[config.mk]
export PLATFORM = sky130hd
export DESIGN_NAME = bpd_detector
export DESIGN_NICKNAME = d
export VERILOG_FILES = /design/src/verilog/bpd_pkg.sv /design/src/verilog/bpd_fifo.sv /design/src/verilog/bpd_detector.sv
export SDC_FILE = /design/constraint.sdc
export NUM_CORES = 1
export LEC_CHECK = 0
export ABC_AREA = 0
export BUFFER_PORTS_ARGS = -buffer_cell sky130_fd_sc_hd__buf_4
export CELL_PAD_IN_SITES_DETAIL_PLACEMENT = 0
export CELL_PAD_IN_SITES_GLOBAL_PLACEMENT = 1
export CORE_AREA = 2 2 186 142
export DETAILED_ROUTE_END_ITERATION = 12
export DIE_AREA = 0 0 188 144
export PLACE_DENSITY_LB_ADDON = 0.1
export SLEW_MARGIN = 20
export SYNTH_ARGS = -nofsm -noshare
export SYNTH_HDL_FRONTEND = slang
export SYNTH_HIERARCHICAL = 1
export SYNTH_SLANG_ARGS = --single-unit
[constraint.sdc]
create_clock -name clk_i -period 3.96 [get_ports clk_i]
set_clock_uncertainty 0.2 [all_clocks]
set_input_delay 0.198 -clock clk_i [delete_from_list [all_inputs] [get_ports clk_i]]
set_output_delay 0.198 -clock clk_i [all_outputs]
set_load 0.03 [all_outputs]
[src/verilog/bpd_pkg.sv]
// Purpose: Shared constants for the baseband phase detector.
// Assumes: Symbol-rate clock; 8-bit two's complement samples.
// Notes: Gain words are Q2.14, so unity is 16'h4000.
`default_nettype none
package bpd_pkg;
    // ==========================================================
    // Widths
    localparam int SAMPLE_W = 8;      // Discriminator sample
    localparam int CHAIN_LEN = 4;     // Holding registers in the screen chain
    localparam int WORD_W = 12;       // Phase word, one turn full scale
    localparam int ERR_W = 10;        // Error-to-node, a quarter turn
    localparam int GAIN_W = 16;       // Gain correction factor
    localparam int PROD_W = 32;       // Multiplier product
    localparam int OUT_W = WORD_W + ERR_W + GAIN_W;  // Buffered result word

    // ==========================================================
    // Field positions and scaling
    localparam int FIELD_LSB = 10;    // Product bits [21:10] carry the word
    localparam int LEAD_SHIFT = 2;    // Lead term gain of one quarter
    localparam int AGC_SHIFT = 2;     // Extra AGC loop gain of one quarter

    // ==========================================================
    // Gain values
    localparam logic [GAIN_W-1:0] GAIN_ONE = 16'h4000;   // Unity gain
    localparam logic [GAIN_W-1:0] GAIN_SPAN = 16'h0400;  // 0.0625 of unity
    // Accumulator limit, before the quarter-gain wiring
    localparam logic signed [GAIN_W-1:0] AGC_LIMIT = 16'sh1000;

    // ==========================================================
    // Update cadence
    localparam logic [1:0] SLOW_LAST = 2'h3;  // Fourth symbol in tracking

    // Quarter-scaled error, sign-extended to the word width
    function automatic logic [WORD_W-1:0] lead_of(input logic [ERR_W-1:0] err);
        lead_of = {{(WORD_W-ERR_W+LEAD_SHIFT){err[ERR_W-1]}}, err[ERR_W-1:LEAD_SHIFT]};
    endfunction

    // Error sign-extended to the word width
    function automatic logic [WORD_W-1:0] ext_of(input logic [ERR_W-1:0] err);
        ext_of = {{(WORD_W-ERR_W){err[ERR_W-1]}}, err};
    endfunction
endpackage
`default_nettype wire

[src/verilog/bpd_fifo.sv]
// Purpose: Small register FIFO between the detector and its receiver.
// Assumes: Single clock; head entry is always at index zero.
// Notes: Ready and valid are flops so the top drives them directly.
`timescale 1ns/1ns
`default_nettype none
module bpd_fifo #(
    parameter int WIDTH = 8,
    parameter int DEPTH = 2
) (
    // Clock and reset
    input wire logic clk_i,
    input wire logic rst_n_i,
    // Filling side
    input wire logic in_valid_i,
    output logic in_ready_o,
    input wire logic [WIDTH-1:0] in_data_i,
    // Draining side
    output logic out_valid_o,
    input wire logic out_ready_i,
    output logic [WIDTH-1:0] out_data_o
);
    localparam int CNT_W = $clog2(DEPTH + 1);

    // ==========================================================
    // Parameter screen
    initial begin
        if (DEPTH < 2 || WIDTH < 1) begin
            $error("bpd_fifo: DEPTH must be at least 2");
        end
    end

    logic [WIDTH-1:0] mem [DEPTH];  // Entry zero is the head
    logic [CNT_W-1:0] count;        // Words held
    logic push;
    logic pop;
    logic [CNT_W-1:0] next_count;

    assign push = in_valid_i && in_ready_o;
    assign pop = out_valid_o && out_ready_i;
    assign next_count = count + CNT_W'(push) - CNT_W'(pop);
    assign out_data_o = mem[0];

    // ==========================================================
    // Occupancy and flags; ready only drops when truly full
    always_ff @(posedge clk_i or negedge rst_n_i) begin
        if (!rst_n_i) begin
            count <= '0;
            in_ready_o <= 1'b0;
            out_valid_o <= 1'b0;
        end else begin
            count <= next_count;
            in_ready_o <= (next_count != CNT_W'(DEPTH));
            out_valid_o <= (next_count != '0);
        end
    end

    // ==========================================================
    // Storage: shift towards the head on pop, write behind the tail
    always_ff @(posedge clk_i or negedge rst_n_i) begin
        if (!rst_n_i) begin
            for (int i = 0; i < DEPTH; i++) begin
                mem[i] <= '0;
            end
        end else begin
            for (int i = 0; i < DEPTH; i++) begin
                if (push && (CNT_W'(i) == count - CNT_W'(pop))) begin
                    mem[i] <= in_data_i;
                end else if (pop && i < DEPTH - 1) begin
                    mem[i] <= mem[i+1];
                end
            end
        end
    end
endmodule
`default_nettype wire

[src/verilog/bpd_detector.sv]
// Purpose: Baseband phase detector with DC restore and AGC loops.
// Assumes: One sample per symbol clock; burst markers from the sequencer.
// Notes: Loop registers sit under a clear that follows the tone lock.
`timescale 1ns/1ns
`default_nettype none
module bpd_detector #(
    parameter logic signed [7:0] TONE_LEVEL = 8'sh60,  // Ideal tone sample
    parameter logic [7:0] TONE_TOL = 8'h10,            // Screen tolerance
    parameter int BUF_DEPTH = 2                        // Result buffer depth
) (
    // Clock and reset
    input wire logic clk_i,
    input wire logic rst_n_i,
    // Sample stream
    input wire logic [7:0] sample_i,
    input wire logic sample_valid_i,
    output logic sample_ready_o,
    // Burst control
    input wire logic burst_start_i,
    input wire logic burst_end_i,
    input wire logic data_mode_i,
    // Results
    output logic out_valid_o,
    input wire logic out_ready_i,
    output logic [11:0] phase_o,
    output logic [9:0] err_node_o,
    output logic [15:0] gain_o,
    output logic tone_lock_o
);
    localparam int W = bpd_pkg::WORD_W;
    localparam int EW = bpd_pkg::ERR_W;
    localparam int GW = bpd_pkg::GAIN_W;
    localparam int PW = bpd_pkg::PROD_W;
    // Offset that maps an ideal tone at unity gain onto zero
    localparam logic signed [PW-1:0] REF_SUM =
        -(PW'(TONE_LEVEL) * $signed({16'h0000, bpd_pkg::GAIN_ONE}));

    // ==========================================================
    // Parameter screen
    initial begin
        if (BUF_DEPTH < 2 || TONE_TOL > 8'h7f) begin
            $error("bpd_detector: unsupported buffer depth or tolerance");
        end
    end

    // Sample within tolerance of the tone level
    function automatic logic is_tone(input logic [7:0] s);
        logic signed [8:0] d;
        d = $signed({s[7], s}) - $signed({TONE_LEVEL[7], TONE_LEVEL});
        is_tone = (d <= $signed({1'b0, TONE_TOL})) && (d >= -$signed({1'b0, TONE_TOL}));
    endfunction

    // ==========================================================
    // Declarations
    logic [7:0] chain [bpd_pkg::CHAIN_LEN];  // Screen chain, [3] feeds the multiplier
    logic track_en;         // Tone lock, releases the loop registers
    logic clr_n;            // Loop clear, low while unlocked
    logic buf_ready;        // Buffer has room
    logic step;             // A sample is taken this edge
    logic all_tone;         // Whole chain shows the tone
    logic [W-1:0] pre;      // Preprocessed word
    logic [W-1:0] acc;      // Phase accumulator
    logic [W-1:0] dc_corr;  // DC restore correction
    logic [GW-1:0] agc_acc; // AGC accumulator
    logic [1:0] slow_cnt;   // Symbol phase for the slow cadence
    logic sign_d1;          // Sample sign, one stage late
    logic sign_d2;          // Sample sign, aligned with the error
    logic loop_upd;         // Loops take an update
    logic [EW-1:0] err;     // Error-to-node
    logic [W-1:0] sum;      // DC-restored word
    logic [W-1:0] acc_next; // Accumulator after this symbol, wraps freely
    logic signed [PW-1:0] prod;
    logic signed [PW-1:0] prod_sum;
    logic [GW-1:0] gain;    // Gain correction factor
    logic [GW-1:0] gerr;    // Gain error term
    logic signed [GW-1:0] agc_next;

    assign step = sample_valid_i && buf_ready;
    assign clr_n = rst_n_i && track_en;
    assign all_tone = is_tone(chain[0]) && is_tone(chain[1])
                   && is_tone(chain[2]) && is_tone(chain[3]);
    assign sample_ready_o = buf_ready;
    assign tone_lock_o = track_en;

    // ==========================================================
    // Screen chain; runs under the plain reset only
    always_ff @(posedge clk_i or negedge rst_n_i) begin
        if (!rst_n_i) begin
            for (int i = 0; i < bpd_pkg::CHAIN_LEN; i++) begin
                chain[i] <= '0;
            end
        end else if (step) begin
            chain[0] <= sample_i;
            for (int i = 1; i < bpd_pkg::CHAIN_LEN; i++) begin
                chain[i] <= chain[i-1];
            end
        end
    end

    // ==========================================================
    // Tone lock; held through the data part, dropped at burst end.
    // A flop drives the clear, so it cannot glitch.
    always_ff @(posedge clk_i or negedge rst_n_i) begin
        if (!rst_n_i) begin
            track_en <= 1'b0;
        end else if (burst_end_i) begin
            track_en <= 1'b0;
        end else if (step && all_tone) begin
            track_en <= 1'b1;
        end
    end

    // ==========================================================
    // Preprocessor: gain multiply, reference add, field select
    assign prod = $signed({{8{chain[3][7]}}, chain[3]}) * $signed(gain);
    assign prod_sum = prod + REF_SUM;

    always_ff @(posedge clk_i or negedge clr_n) begin
        if (!clr_n) begin
            pre <= '0;
        end else if (step) begin
            pre <= prod_sum[bpd_pkg::FIELD_LSB +: W];
        end
    end

    // ==========================================================
    // Update cadence: every symbol in the preamble, every fourth after
    assign loop_upd = !data_mode_i || (slow_cnt == bpd_pkg::SLOW_LAST);

    always_ff @(posedge clk_i or negedge clr_n) begin
        if (!clr_n) begin
            slow_cnt <= '0;
        end else if (step) begin
            slow_cnt <= slow_cnt + 2'h1;
        end
    end

    // ==========================================================
    // Phase accumulator with DC restore
    assign sum = pre + dc_corr;
    assign acc_next = acc + sum;
    assign err = acc[EW-1:0];

    always_ff @(posedge clk_i or negedge clr_n) begin
        if (!clr_n) begin
            acc <= '0;
        end else if (burst_start_i) begin
            acc <= '0;
        end else if (step) begin
            acc <= acc_next;
        end
    end

    // Lead term; the fast rate widens the loop for acquisition
    always_ff @(posedge clk_i or negedge clr_n) begin
        if (!clr_n) begin
            dc_corr <= '0;
        end else if (step && loop_upd) begin
            dc_corr <= bpd_pkg::lead_of(err);
        end
    end

    // ==========================================================
    // AGC loop; sign delayed to line up with the error it explains
    always_ff @(posedge clk_i or negedge clr_n) begin
        if (!clr_n) begin
            sign_d1 <= 1'b0;
            sign_d2 <= 1'b0;
        end else if (step) begin
            sign_d1 <= chain[3][7];
            sign_d2 <= sign_d1;
        end
    end

    // Sign-extend before negating; a zero-filled widening would turn
    // small negative errors into large positive ones
    assign gerr = sign_d2 ? GW'(-$signed(bpd_pkg::ext_of(err)))
                          : GW'($signed(bpd_pkg::ext_of(err)));
    assign agc_next = $signed(agc_acc) + $signed(gerr);

    // Saturating accumulator keeps the factor inside its span
    always_ff @(posedge clk_i or negedge clr_n) begin
        if (!clr_n) begin
            agc_acc <= '0;
        end else if (step && loop_upd) begin
            if (agc_next > bpd_pkg::AGC_LIMIT) begin
                agc_acc <= bpd_pkg::AGC_LIMIT;
            end else if (agc_next < -bpd_pkg::AGC_LIMIT) begin
                agc_acc <= GW'(-bpd_pkg::AGC_LIMIT);
            end else begin
                agc_acc <= agc_next;
            end
        end
    end

    // Quarter gain is pure wiring: the accumulator enters two bits down
    assign gain = bpd_pkg::GAIN_ONE
                + {{bpd_pkg::AGC_SHIFT{agc_acc[GW-1]}}, agc_acc[GW-1:bpd_pkg::AGC_SHIFT]};

    // ==========================================================
    // Result buffer; a full buffer stalls the whole pipeline
    bpd_fifo #(
        .WIDTH(bpd_pkg::OUT_W),
        .DEPTH(BUF_DEPTH)
    ) u_buf (
        .clk_i(clk_i),
        .rst_n_i(rst_n_i),
        .in_valid_i(step && track_en),
        .in_ready_o(buf_ready),
        .in_data_i({acc, err, gain}),
        .out_valid_o(out_valid_o),
        .out_ready_i(out_ready_i),
        .out_data_o({phase_o, err_node_o, gain_o})
    );
endmodule
`default_nettype wire

==> impl_metrics.csv, run 1 <==
group,metric,value,unit
routing,drc_errors,0,
die,fp.dieW,188,um
die,start_util,0.501,
die,ios,56,
run_status,violations,"setup timing",
job,drv_cap,0,
synth,synth_most_common_cell,"nand2_1",
synth,yosysWarningCount,6,
routing,wirelength,31.1,mm
layout,drive_above_1_share,0.357,
layout,nets,1636,
synth,ys.flop_type,"dfrtp_1",
synth,syn_inst,1264,
timing,final-hold-violation-count,0,
synth,synth-edff-count,0,
die,die_height,144,um
setup_path,cp-end-kind,"flop",
timing,setup_viol_count_final,25,
routing,vias_per_cell,5.21,
placed_design,place_congestion,0.817,
setup_path,startpoint,"chain[6]",
setup_path,cpMostUsedCell,"fa_1",
clock_tree,path_clk_slew,0.07,ns
synth,synth_top_area_share,0.324,
setup_path,cp_slowest_cell,"fa_1",
clock_tree,cts_sinks,165,
hold_path,hold_end,"slow_cnt[1]",
routing,first_iter_violations,501,
setup_path,required,4.08,ns
global_route,antenna_found_initial,0,
run_status,status,"finished with violations",
die,fp-row-count,51,
die,core_region_area,25500,um2
placed_design,dp.cells,1723,
timing,relSlewSlack,0.385,
synth,synth-seq-cells,165,
placed_design,numPortBuffers,55,
placed_design,place_ws,-0.868,ns
die,die-area,27100,um2
setup_path,path_buf_inv,6,
setup_path,reg2regPathDepth,19,
timing,min_period,4.68,ns
global_route,grt.total_usage,0.243,
clock_tree,cts_buffers,17,
hold_path,hold_start,"sample_valid_i",
synth,ys_seq_area_frac,0.324,
global_route,grt_max_degree,55,
setup_path,path_max_fanout,6,
timing,clock.fmax,0.214,GHz
hold_path,hold-path-cell-count,4,
routing,first_pass_iters,5,
setup_path,startpoint_type,"flop",
pwr,p_per_area,891,nW/um2
clock_tree,h-tree-depth,4,
synth,yosys-top-cells-area,"dfrtp_1 32%, fa_1 14%, mux2_2 8.5%",
timing,drv_slew,0,
hold_path,hp-class,"in2reg",
synth,synthArstFlopShare,1.00,
routing,ant_nets,0,
pwr,leakage,7.95,nW
setup_path,r2r-end,"pre[11]",
timing,setup-tns-final,-7.23,ns
timing,period_share,1.18,
setup_path,worstPathArrival,4.80,ns
routing,wl_per_cell,17.2,um
synth,yosys.area.top_type,"dfrtp_1",
placed_design,dpl.hpwl,22.8,mm
clock_tree,cts_tree,"built",
setup_path,critPathMaxStageDelay,0.52,ns
routing,vias,9397,
synth,synthDistinctLibCells,70,
global_route,grt_remaining_overflow,0,
setup_path,path_cells,"buf_6 > and2_4 > fa_1 > fa_1 > fa_1 > inv_2 > fa_1 > inv_2 > ha_4 > nand2_2 > nor2_1 > a21oi_4 > o211ai_1 > buf_4 > a31oi_4 > buf_4 > buf_6 > a21oi_1 > a31oi_1",
pwr,power,0.0142,W
clock_tree,clk-insertion-delay-late,0.44,ns
global_route,first_global_vias,9620,
layout,final_cells,1805,
clock_tree,clk_path_buf_depth,2,
global_route,grt_first_pass_wirelength,51.3,mm
synth,syn_area,12800,um2
pwr,ir_drop,678,uV
synth,synth_common_cells,"195 x nand2_1, 165 x dfrtp_1, 117 x inv_1, 96 x mux2_2, 90 x fa_1",
timing,rsz0062_at_grt,"yes",
setup_path,r2r_start,"chain[6]",
setup_path,r2r_slack,-0.72,ns
clock_tree,cts_root_buffer,"clkbuf_16",
layout,syn_to_final_growth,25.1,%
timing,worst_pin_slew,0.923,ns
setup_path,critPathTopFamily,"adder cells",
timing,timing.final.ws_setup,-0.722,ns
synth,avgSynthCellArea,10.1,um2
timing,hold_slack,0.0162,ns
setup_path,path_class,"reg2reg",
-- worst min-delay path: cells and delay by family --
kind	cells	cell delay (ns)
buf+inv	1	0.09
simple gates	3	0.33
-- area by class of cell --
type                       count  area, um2
fill                        2123       9510
multi-input combinational    898       8300
sequential                   165       4150
timing repair buffer         248       2030
inverter                     117        442
tap                          344        430
clock buffer                  18        429
clock inverter                14        166
antenna                        1       2.50
-- where the power goes --
group | leakage, nW | total (W) | switching, W | internal (W)
Sequential | 2.19 | 0.00264 | 0.000538 | 0.00210
Combinational | 5.49 | 0.00989 | 0.00507 | 0.00481
Clock | 0.276 | 0.00170 | 0.000800 | 0.000898
-- kinds of logic after synthesis --
| kind of cell | count (synthesis) | synth area share |
|---|---|---|
| xor gates and xnor gates | 49 | 0.0342 |
| adders and majority gates | 174 | 0.224 |
| buffers and inverters | 203 | 0.0761 |
| muxes | 117 | 0.109 |
| and+or+nand+nor | 383 | 0.144 |
| DFF | 165 | 0.324 |
| other | 1 | 0.000294 |
| AOI/OAI and AO/OA | 172 | 0.0891 |
-- per-layer routing --
metal,up-vias,wire length (um),part of all wire,global-route usage
met5,-,0,0,0
met4,0,416,0.013,0.0551
met3,29,1080,0.035,0.0410
met2,156,14000,0.45,0.378
met1,4674,15700,0.50,0.356
li1,4538,-,-,-
-- how the worst max path moves through the flow --
stage / endpoint / slack (ns) / depth (start not counted)
finish: pre[11] / -0.72 / 19
global route: pre[11] / -0.92 / 21
CTS: pre[10] / -0.68 / 18
detailed placement: pre[10] / -0.87 / 15
global placement: pre[10] / -0.77 / 15
floorplan: pre[10] / -0.51 / 18
-- flip-flops by register name, indices dropped and copies added, names as in the netlist, 2 cells and up --
name	cells
slow_cnt	2
u_buf/out_data_o	38
u_buf/mem	38
dc_corr	8
u_buf/count	2
chain	32
agc_acc	16
acc	12
pre	12
-- stage by stage --
| stage | util | cell area [um2] |
|---|---|---|
| floorplan | - | 13100 |
| global placement | 0.566 | 14400 |
| detailed placement | 0.566 | 14400 |
| CTS | 0.611 | 15600 |
| global route | 0.626 | 15900 |
| finish | 0.627 | 16000 |
-- what timing repair did --
item	CTS	global route
setup buffers	24	13
pin swaps	55	26
hold buffers	12	0
gates cloned	0	1
endpoints found under the setup margin	27	28
hold endpoints to repair	134	0
resized for setup	75	61
-- placed cells by master, fill, tap and decap left out, drive strengths merged, types with 10 or more instances in the layout --
master	instances
nor3	11
inv	123
nor2	40
and2	76
dfrtp	165
xor2	14
nand2b	11
o21a	10
xnor2	35
a21oi	45
nand2	196
dlygate4sd3	12
clkbuf	18
a32o	10
fa	90
buf	236
o21ai	52
mux2	116
ha	84
Power figures use the tool's default switching activity.
==> run 2, diff against run 1 <==
Settings changed: SETUP_SLACK_MARGIN set to 0.3.
==> impl_metrics.csv, run 2 (same netlist as run 1, synthesis figures left out) <==
group,metric,value,unit
run_status,status,"finished with violations",
run_status,violations,"setup timing",
timing,min_period,4.74,ns
layout,final_common_cell,"buf_4",
clock_tree,cts_tree,"built",
placed_design,dpl_cell_area,14400,um2
placed_design,dpl.hpwl,22.8,mm
layout,nets,1618,
routing,wl_per_cell,17.0,um
die,die_height,144,um
global_route,grt_use_met2,0.361,
die,core_region_area,25500,um2
die,start_util,0.501,
job,drv_cap,0,
layout,fin_area,15600,um2
routing,first_iter_violations,639,
timing,drv_slew,0,
timing,timing.final.ws_setup,-0.785,ns
layout,syn_to_final_growth,22.4,%
timing,relSlewSlack,0.421,
layout,drive_above_1_share,0.338,
pwr,p_per_area,880,nW/um2
routing,first_pass_iters,5,
global_route,grt_max_degree,63,
timing,period_share,1.20,
pwr,ir_drop,565,uV
clock_tree,cts_buffers,17,
clock_tree,h-tree-depth,4,
setup_path,required,4.09,ns
clock_tree,cts_sinks,165,
pwr,leakage,7.78,nW
timing,rsz0062_at_grt,"yes",
routing,wirelength,30.4,mm
routing,vias_per_cell,5.18,
global_route,grt_first_pass_wirelength,50.3,mm
global_route,grtUsageMet1,0.363,
setup_path,path_max_fanout,11,
die,fp.dieW,188,um
layout,most-common-layout-cells,"208 x buf_4, 188 x nand2_1, 147 x dfrtp_1",
clock_tree,clk_path_buf_depth,2,
setup_path,worstPathArrival,4.87,ns
hold_path,hp-class,"in2reg",
global_route,grt.total_usage,0.239,
setup_path,cp-end-kind,"flop",
setup_path,critPathMaxStageDelay,0.53,ns
placed_design,place_congestion,0.849,
setup_path,path_cells,"buf_4 > and2_1 > fa_1 > fa_1 > fa_1 > fa_1 > ha_4 > a21oi_4 > o21ai_2 > a21oi_4 > buf_4 > nor2b_2 > o22a_1 > buf_4 > xor2_1 > mux2_2",
layout,diodes,0,
placed_design,numPortBuffers,55,
setup_path,cpMostUsedCell,"fa_1",
timing,final-hold-violation-count,0,
clock_tree,clk-insertion-delay-late,0.44,ns
setup_path,cp_slowest_cell,"fa_1",
routing,ant_nets,0,
clock_tree,cts_root_buffer,"clkbuf_16",
clock_tree,path_clk_slew,0.08,ns
timing,hold_slack,0.0517,ns
setup_path,startpoint_type,"flop",
timing,setup_viol_count_final,25,
die,fp-row-count,51,
timing,clock.fmax,0.211,GHz
routing,drc_errors,0,
die,ios,56,
timing,worst_pin_slew,0.869,ns
global_route,gr-usage-met3,0.0301,
global_route,grt_remaining_overflow,0,
global_route,first_global_vias,9310,
layout,fin_util,0.613,
global_route,antenna_found_initial,0,
global_route,top_usage_layer,"met1",
die,die-area,27100,um2
routing,vias,9254,
setup_path,path_class,"reg2reg",
## run 2: power by group
| group | total [W] | internal (W) | switching (W) |
|---|---|---|---|
| clock network | 0.00163 | 0.000834 | 0.000795 |
| registers | 0.00262 | 0.00210 | 0.000521 |
| logic | 0.00949 | 0.00454 | 0.00495 |
## run 2: final cells by class
type	instances	area, um2
repair inverters	1	6.26
fillers	2126	9850
well taps	344	430
clock buffers	18	429
flip-flops and latches	165	4150
multi-input cells	898	8220
repair buffers	229	1790
clock inverters	14	133
inverters	117	444
## run 2: final timing paths
check	endpoint	start	cells past startpoint	slack (ns)
min in group asynchronous	u_buf/mem[37]	rst_n_i	3	0.30
max in group asynchronous	acc[2]	tone_lock_o	2	2.27
max reg2reg	pre[4]	chain[2]	16	-0.78
max	pre[4]	chain[2]	16	-0.78
min	acc[4]	sample_valid_i	4	0.05
min reg2reg	slow_cnt[0]	slow_cnt[0]	1	0.29
## run 2: layer usage
metal,routed length [um],share of wire
met3,1020,0.033
met2,13400,0.44
met5,0,0
met1,15600,0.51
met4,391,0.013
## run 2: metrics by stage
stage / cells / power, W / setup slack (ns) / setup TNS, ns
2_1_floorplan: 1266 / 0.00840 / -0.514 / -4.03
3_3_place_gp: 1722 / 0.0111 / -0.832 / -8.88
3_5_place_dp: 1722 / 0.0113 / -0.931 / -10.15
4_1_cts: 1780 / 0.0134 / -0.744 / -6.98
5_1_grt: 1786 / 0.0151 / -0.925 / -12.05
6_report: 1786 / 0.0137 / -0.785 / -7.74
## run 2: critical path, delay by kind of cell (launching register included)
kind	cells	cell delay, ns
AO/OA/AOI/OAI	4	0.64
XOR/XNOR	1	0.13
buffers and inverters	3	0.47
multiplexers	1	0.26
AND/OR/NAND/NOR	2	0.18
adder cells (fa/ha/maj)	5	2.23
flip-flops	1	0.50
## run 2: repair_timing
action | 4_1_cts | 5_1_grt
pin swaps | 41 | 27
endpoints found under the setup margin | 27 | 30
hold endpoints to repair | 159 | 0
hold buffers | 11 | 0
gates cloned | 1 | 0
resized for setup | 53 | 38
setup buffers | 14 | 6
==> run 3, diff against run 2 <==
Settings changed: ABC_AREA 0 to 1, CORE_AREA 2 2 186 142 to 2 2 193 148, DIE_AREA 0 0 188 144 to 0 0 195 150.
==> impl_metrics.csv, run 3 <==
group,metric,value,unit
setup_path,path_class,"reg2reg",
placed_design,place_congestion,0.869,
layout,final_common_cell,"nand2_1",
synth,synth_common_cells,"553 x nand2_1, 322 x inv_1, 165 x dfrtp_1, 121 x nand3_1, 90 x fa_1",
synth,yosys.area_share.simple,0.256,
hold_path,hp-class,"in2reg",
synth,yosys.area.top_type,"dfrtp_1",
synth,ys_seq_area_frac,0.300,
synth,synth_fa_ha_area_frac,0.207,
layout,nets,2157,
pwr,ir_drop,695,uV
timing,relSlewSlack,0.392,
run_status,violations,"setup timing",
routing,vias_per_cell,4.97,
synth,yosysWarningCount,6,
routing,first_iter_violations,855,
die,core_region_area,27500,um2
global_route,grt.total_usage,0.257,
setup_path,path_cells,"buf_12 > nand2_1 > inv_1 > fa_1 > fa_2 > fa_1 > inv_1 > fa_1 > inv_2 > ha_4 > nand2_2 > nor2_1 > and2_1 > nor2_1 > nand2_1 > nand2_1 > o211ai_1 > or2_4 > nand3_1 > nand2_1",
synth,syn_inst,1831,
timing,rsz0062_at_grt,"yes",
synth,synth_compound_gate_area_share,0.0727,
clock_tree,cts_buffers,17,
synth,synth_top_family_by_area,"simple AND/OR/NAND/NOR gates",
clock_tree,clk-insertion-delay-late,0.44,ns
job,drv_cap,0,
clock_tree,clk_path_buf_depth,2,
layout,fin_area,17000,um2
layout,drive_above_1_share,0.253,
global_route,grt_first_pass_wirelength,58.7,mm
clock_tree,cts_tree,"built",
synth,syn_area,13800,um2
setup_path,cp_slowest_cell,"fa_1",
setup_path,critPathMaxStageDelay,0.57,ns
timing,clock.fmax,0.222,GHz
global_route,grt_max_degree,66,
die,die-area,29300,um2
setup_path,critPathTopFamily,"adder cells",
synth,synth-edff-count,0,
pwr,seqPwrFrac,0.164,
die,fp.dieW,195,um
pwr,leakage,9.29,nW
timing,setup-tns-final,-5.07,ns
layout,syn_to_final_growth,23.3,%
timing,worst_pin_slew,0.911,ns
routing,wl_per_cell,15.7,um
routing,first_pass_iters,5,
timing,period_share,1.14,
die,ios,56,
timing,final-hold-violation-count,0,
setup_path,path_max_fanout,7,
global_route,antenna_found_initial,0,
routing,ant_nets,0,
placed_design,dpl_cell_area,15200,um2
timing,drv_slew,0,
routing,wirelength,36.6,mm
setup_path,required,4.10,ns
pwr,p_per_area,911,nW/um2
synth,synth_most_common_cell,"nand2_1",
synth,yosys-top-cells-area,"dfrtp_1 30%, nand2_1 15%, fa_1 13%",
synth,synthArstFlopShare,1.00,
synth,synth_top_area_share,0.300,
placed_design,numPortBuffers,55,
placed_design,dpl.hpwl,27.5,mm
die,start_util,0.501,
setup_path,cpMostUsedCell,"nand2_1",
timing,timing.final.ws_setup,-0.543,ns
run_status,status,"finished with violations",
global_route,first_global_vias,10900,
pwr,p_sw_frac,0.482,
setup_path,cp-end-kind,"flop",
pwr,power.internal,0.00800,W
timing,min_period,4.50,ns
pwr,switchingPower,0.00745,W
setup_path,path_buf_inv,4,
synth,avgSynthCellArea,7.51,um2
synth,synthDistinctLibCells,47,
synth,ys.flop_type,"dfrtp_1",
die,die_height,150,um
timing,hold_slack,0.0577,ns
layout,most-common-layout-cells,"512 x nand2_1, 291 x inv_1, 191 x buf_4",
layout,diodes,0,
global_route,grt_remaining_overflow,0,
synth,synthMuxAreaShare,0,
layout,nFillCells,2520,
layout,fin_util,0.618,
routing,drc_errors,0,
synth,synth-seq-cells,165,
clock_tree,path_clk_slew,0.07,ns
pwr,p_clk_frac,0.107,
routing,vias,11600,
pwr,combPwrFrac,0.729,
clock_tree,cts_root_buffer,"clkbuf_16",
die,fp-row-count,53,
setup_path,worstPathArrival,4.64,ns
synth,synth_xor_area_frac,0.0222,
clock_tree,cts_sinks,165,
timing,setup_viol_count_final,12,
clock_tree,h-tree-depth,4,
setup_path,startpoint_type,"flop",
-- run 3: what timing repair did --
item | CTS | global route
setup endpoints to repair | 25 | 27
resized for setup | 50 | 156
buffers inserted | 8 | 25
hold endpoints to repair | 51 | 0
pin swaps | 22 | 79
hold buffers | 11 | 0
gates cloned | 0 | 3
-- run 3: logic make-up (layout without fill, tap and decap cells) --
| group | Yosys count | count (layout) |
|---|---|---|
| and+or+nand+nor | 832 | 834 |
| buffers and inverters | 444 | 590 |
| AOI/OAI and AO/OA | 181 | 181 |
| adders and majority gates | 174 | 174 |
| DFF | 165 | 165 |
| xor gates and xnor gates | 34 | 34 |
| other | 1 | 2 |
-- run 3: per-layer routing --
metal,vias to the layer above,share of wire,global-route usage
met2,289,0.42,0.369
met4,0,0.011,0.0504
met5,-,0,0
li1,5831,-,-
met1,5464,0.52,0.406
met3,32,0.050,0.0401
-- run 3: cell type report --
class | count | area [um2] | area share
clock inverters | 12 | 119 | 0.00701
repair inverters | 1 | 7.51 | 0.000443
well taps | 357 | 447 | 0.0263
clock buffers | 19 | 443 | 0.0261
repair buffers | 228 | 1910 | 0.112
multi-input cells | 1225 | 8640 | 0.510
inverters | 330 | 1250 | 0.0738
flip-flops and latches | 165 | 4140 | 0.244
-- run 3: worst paths after layout --
check / startpoint / to / slack (ns) / depth (start not counted)
setup / recovery: chain[2] / pre[8] / -0.54 / 20
hold / removal: out_ready_i / u_buf/count[1] / 0.06 / 5
setup reg to reg: chain[2] / pre[8] / -0.54 / 20
hold reg to reg: tone_lock_o / pre[2] / 0.27 / 2
max in group asynchronous: rst_n_i / agc_acc[7] / 2.00 / 5
min in group asynchronous: rst_n_i / chain[22] / 0.08 / 2
-- run 3: tightest hold or removal path: stages --
cell	delay, ns
buf_4	0.12
nand2_2	0.10
nor2_1	0.07
nand2_1	0.08
nand2_1	0.07
-- run 3: power by group through the flow --
stage | Sequential [W] | Clock (W) | Combinational, W
floorplan | 0.00239 | 0 | 0.00643
global placement | 0.00254 | 0 | 0.00917
detailed placement | 0.00255 | 0 | 0.00923
CTS | 0.00252 | 0.00169 | 0.00980
global route | 0.00259 | 0.00176 | 0.0124
finish | 0.00254 | 0.00165 | 0.0113
-- run 3: stage by stage --
| step | instances | worst slack, ns | power [W] |
|---|---|---|---|
| floorplan | 1832 | -0.280 | 0.00882 |
| global placement | 2259 | -0.624 | 0.0117 |
| detailed placement | 2259 | -0.698 | 0.0118 |
| CTS | 2309 | -0.501 | 0.0140 |
| global route | 2337 | -0.753 | 0.0167 |
| finish | 2337 | -0.543 | 0.0154 |
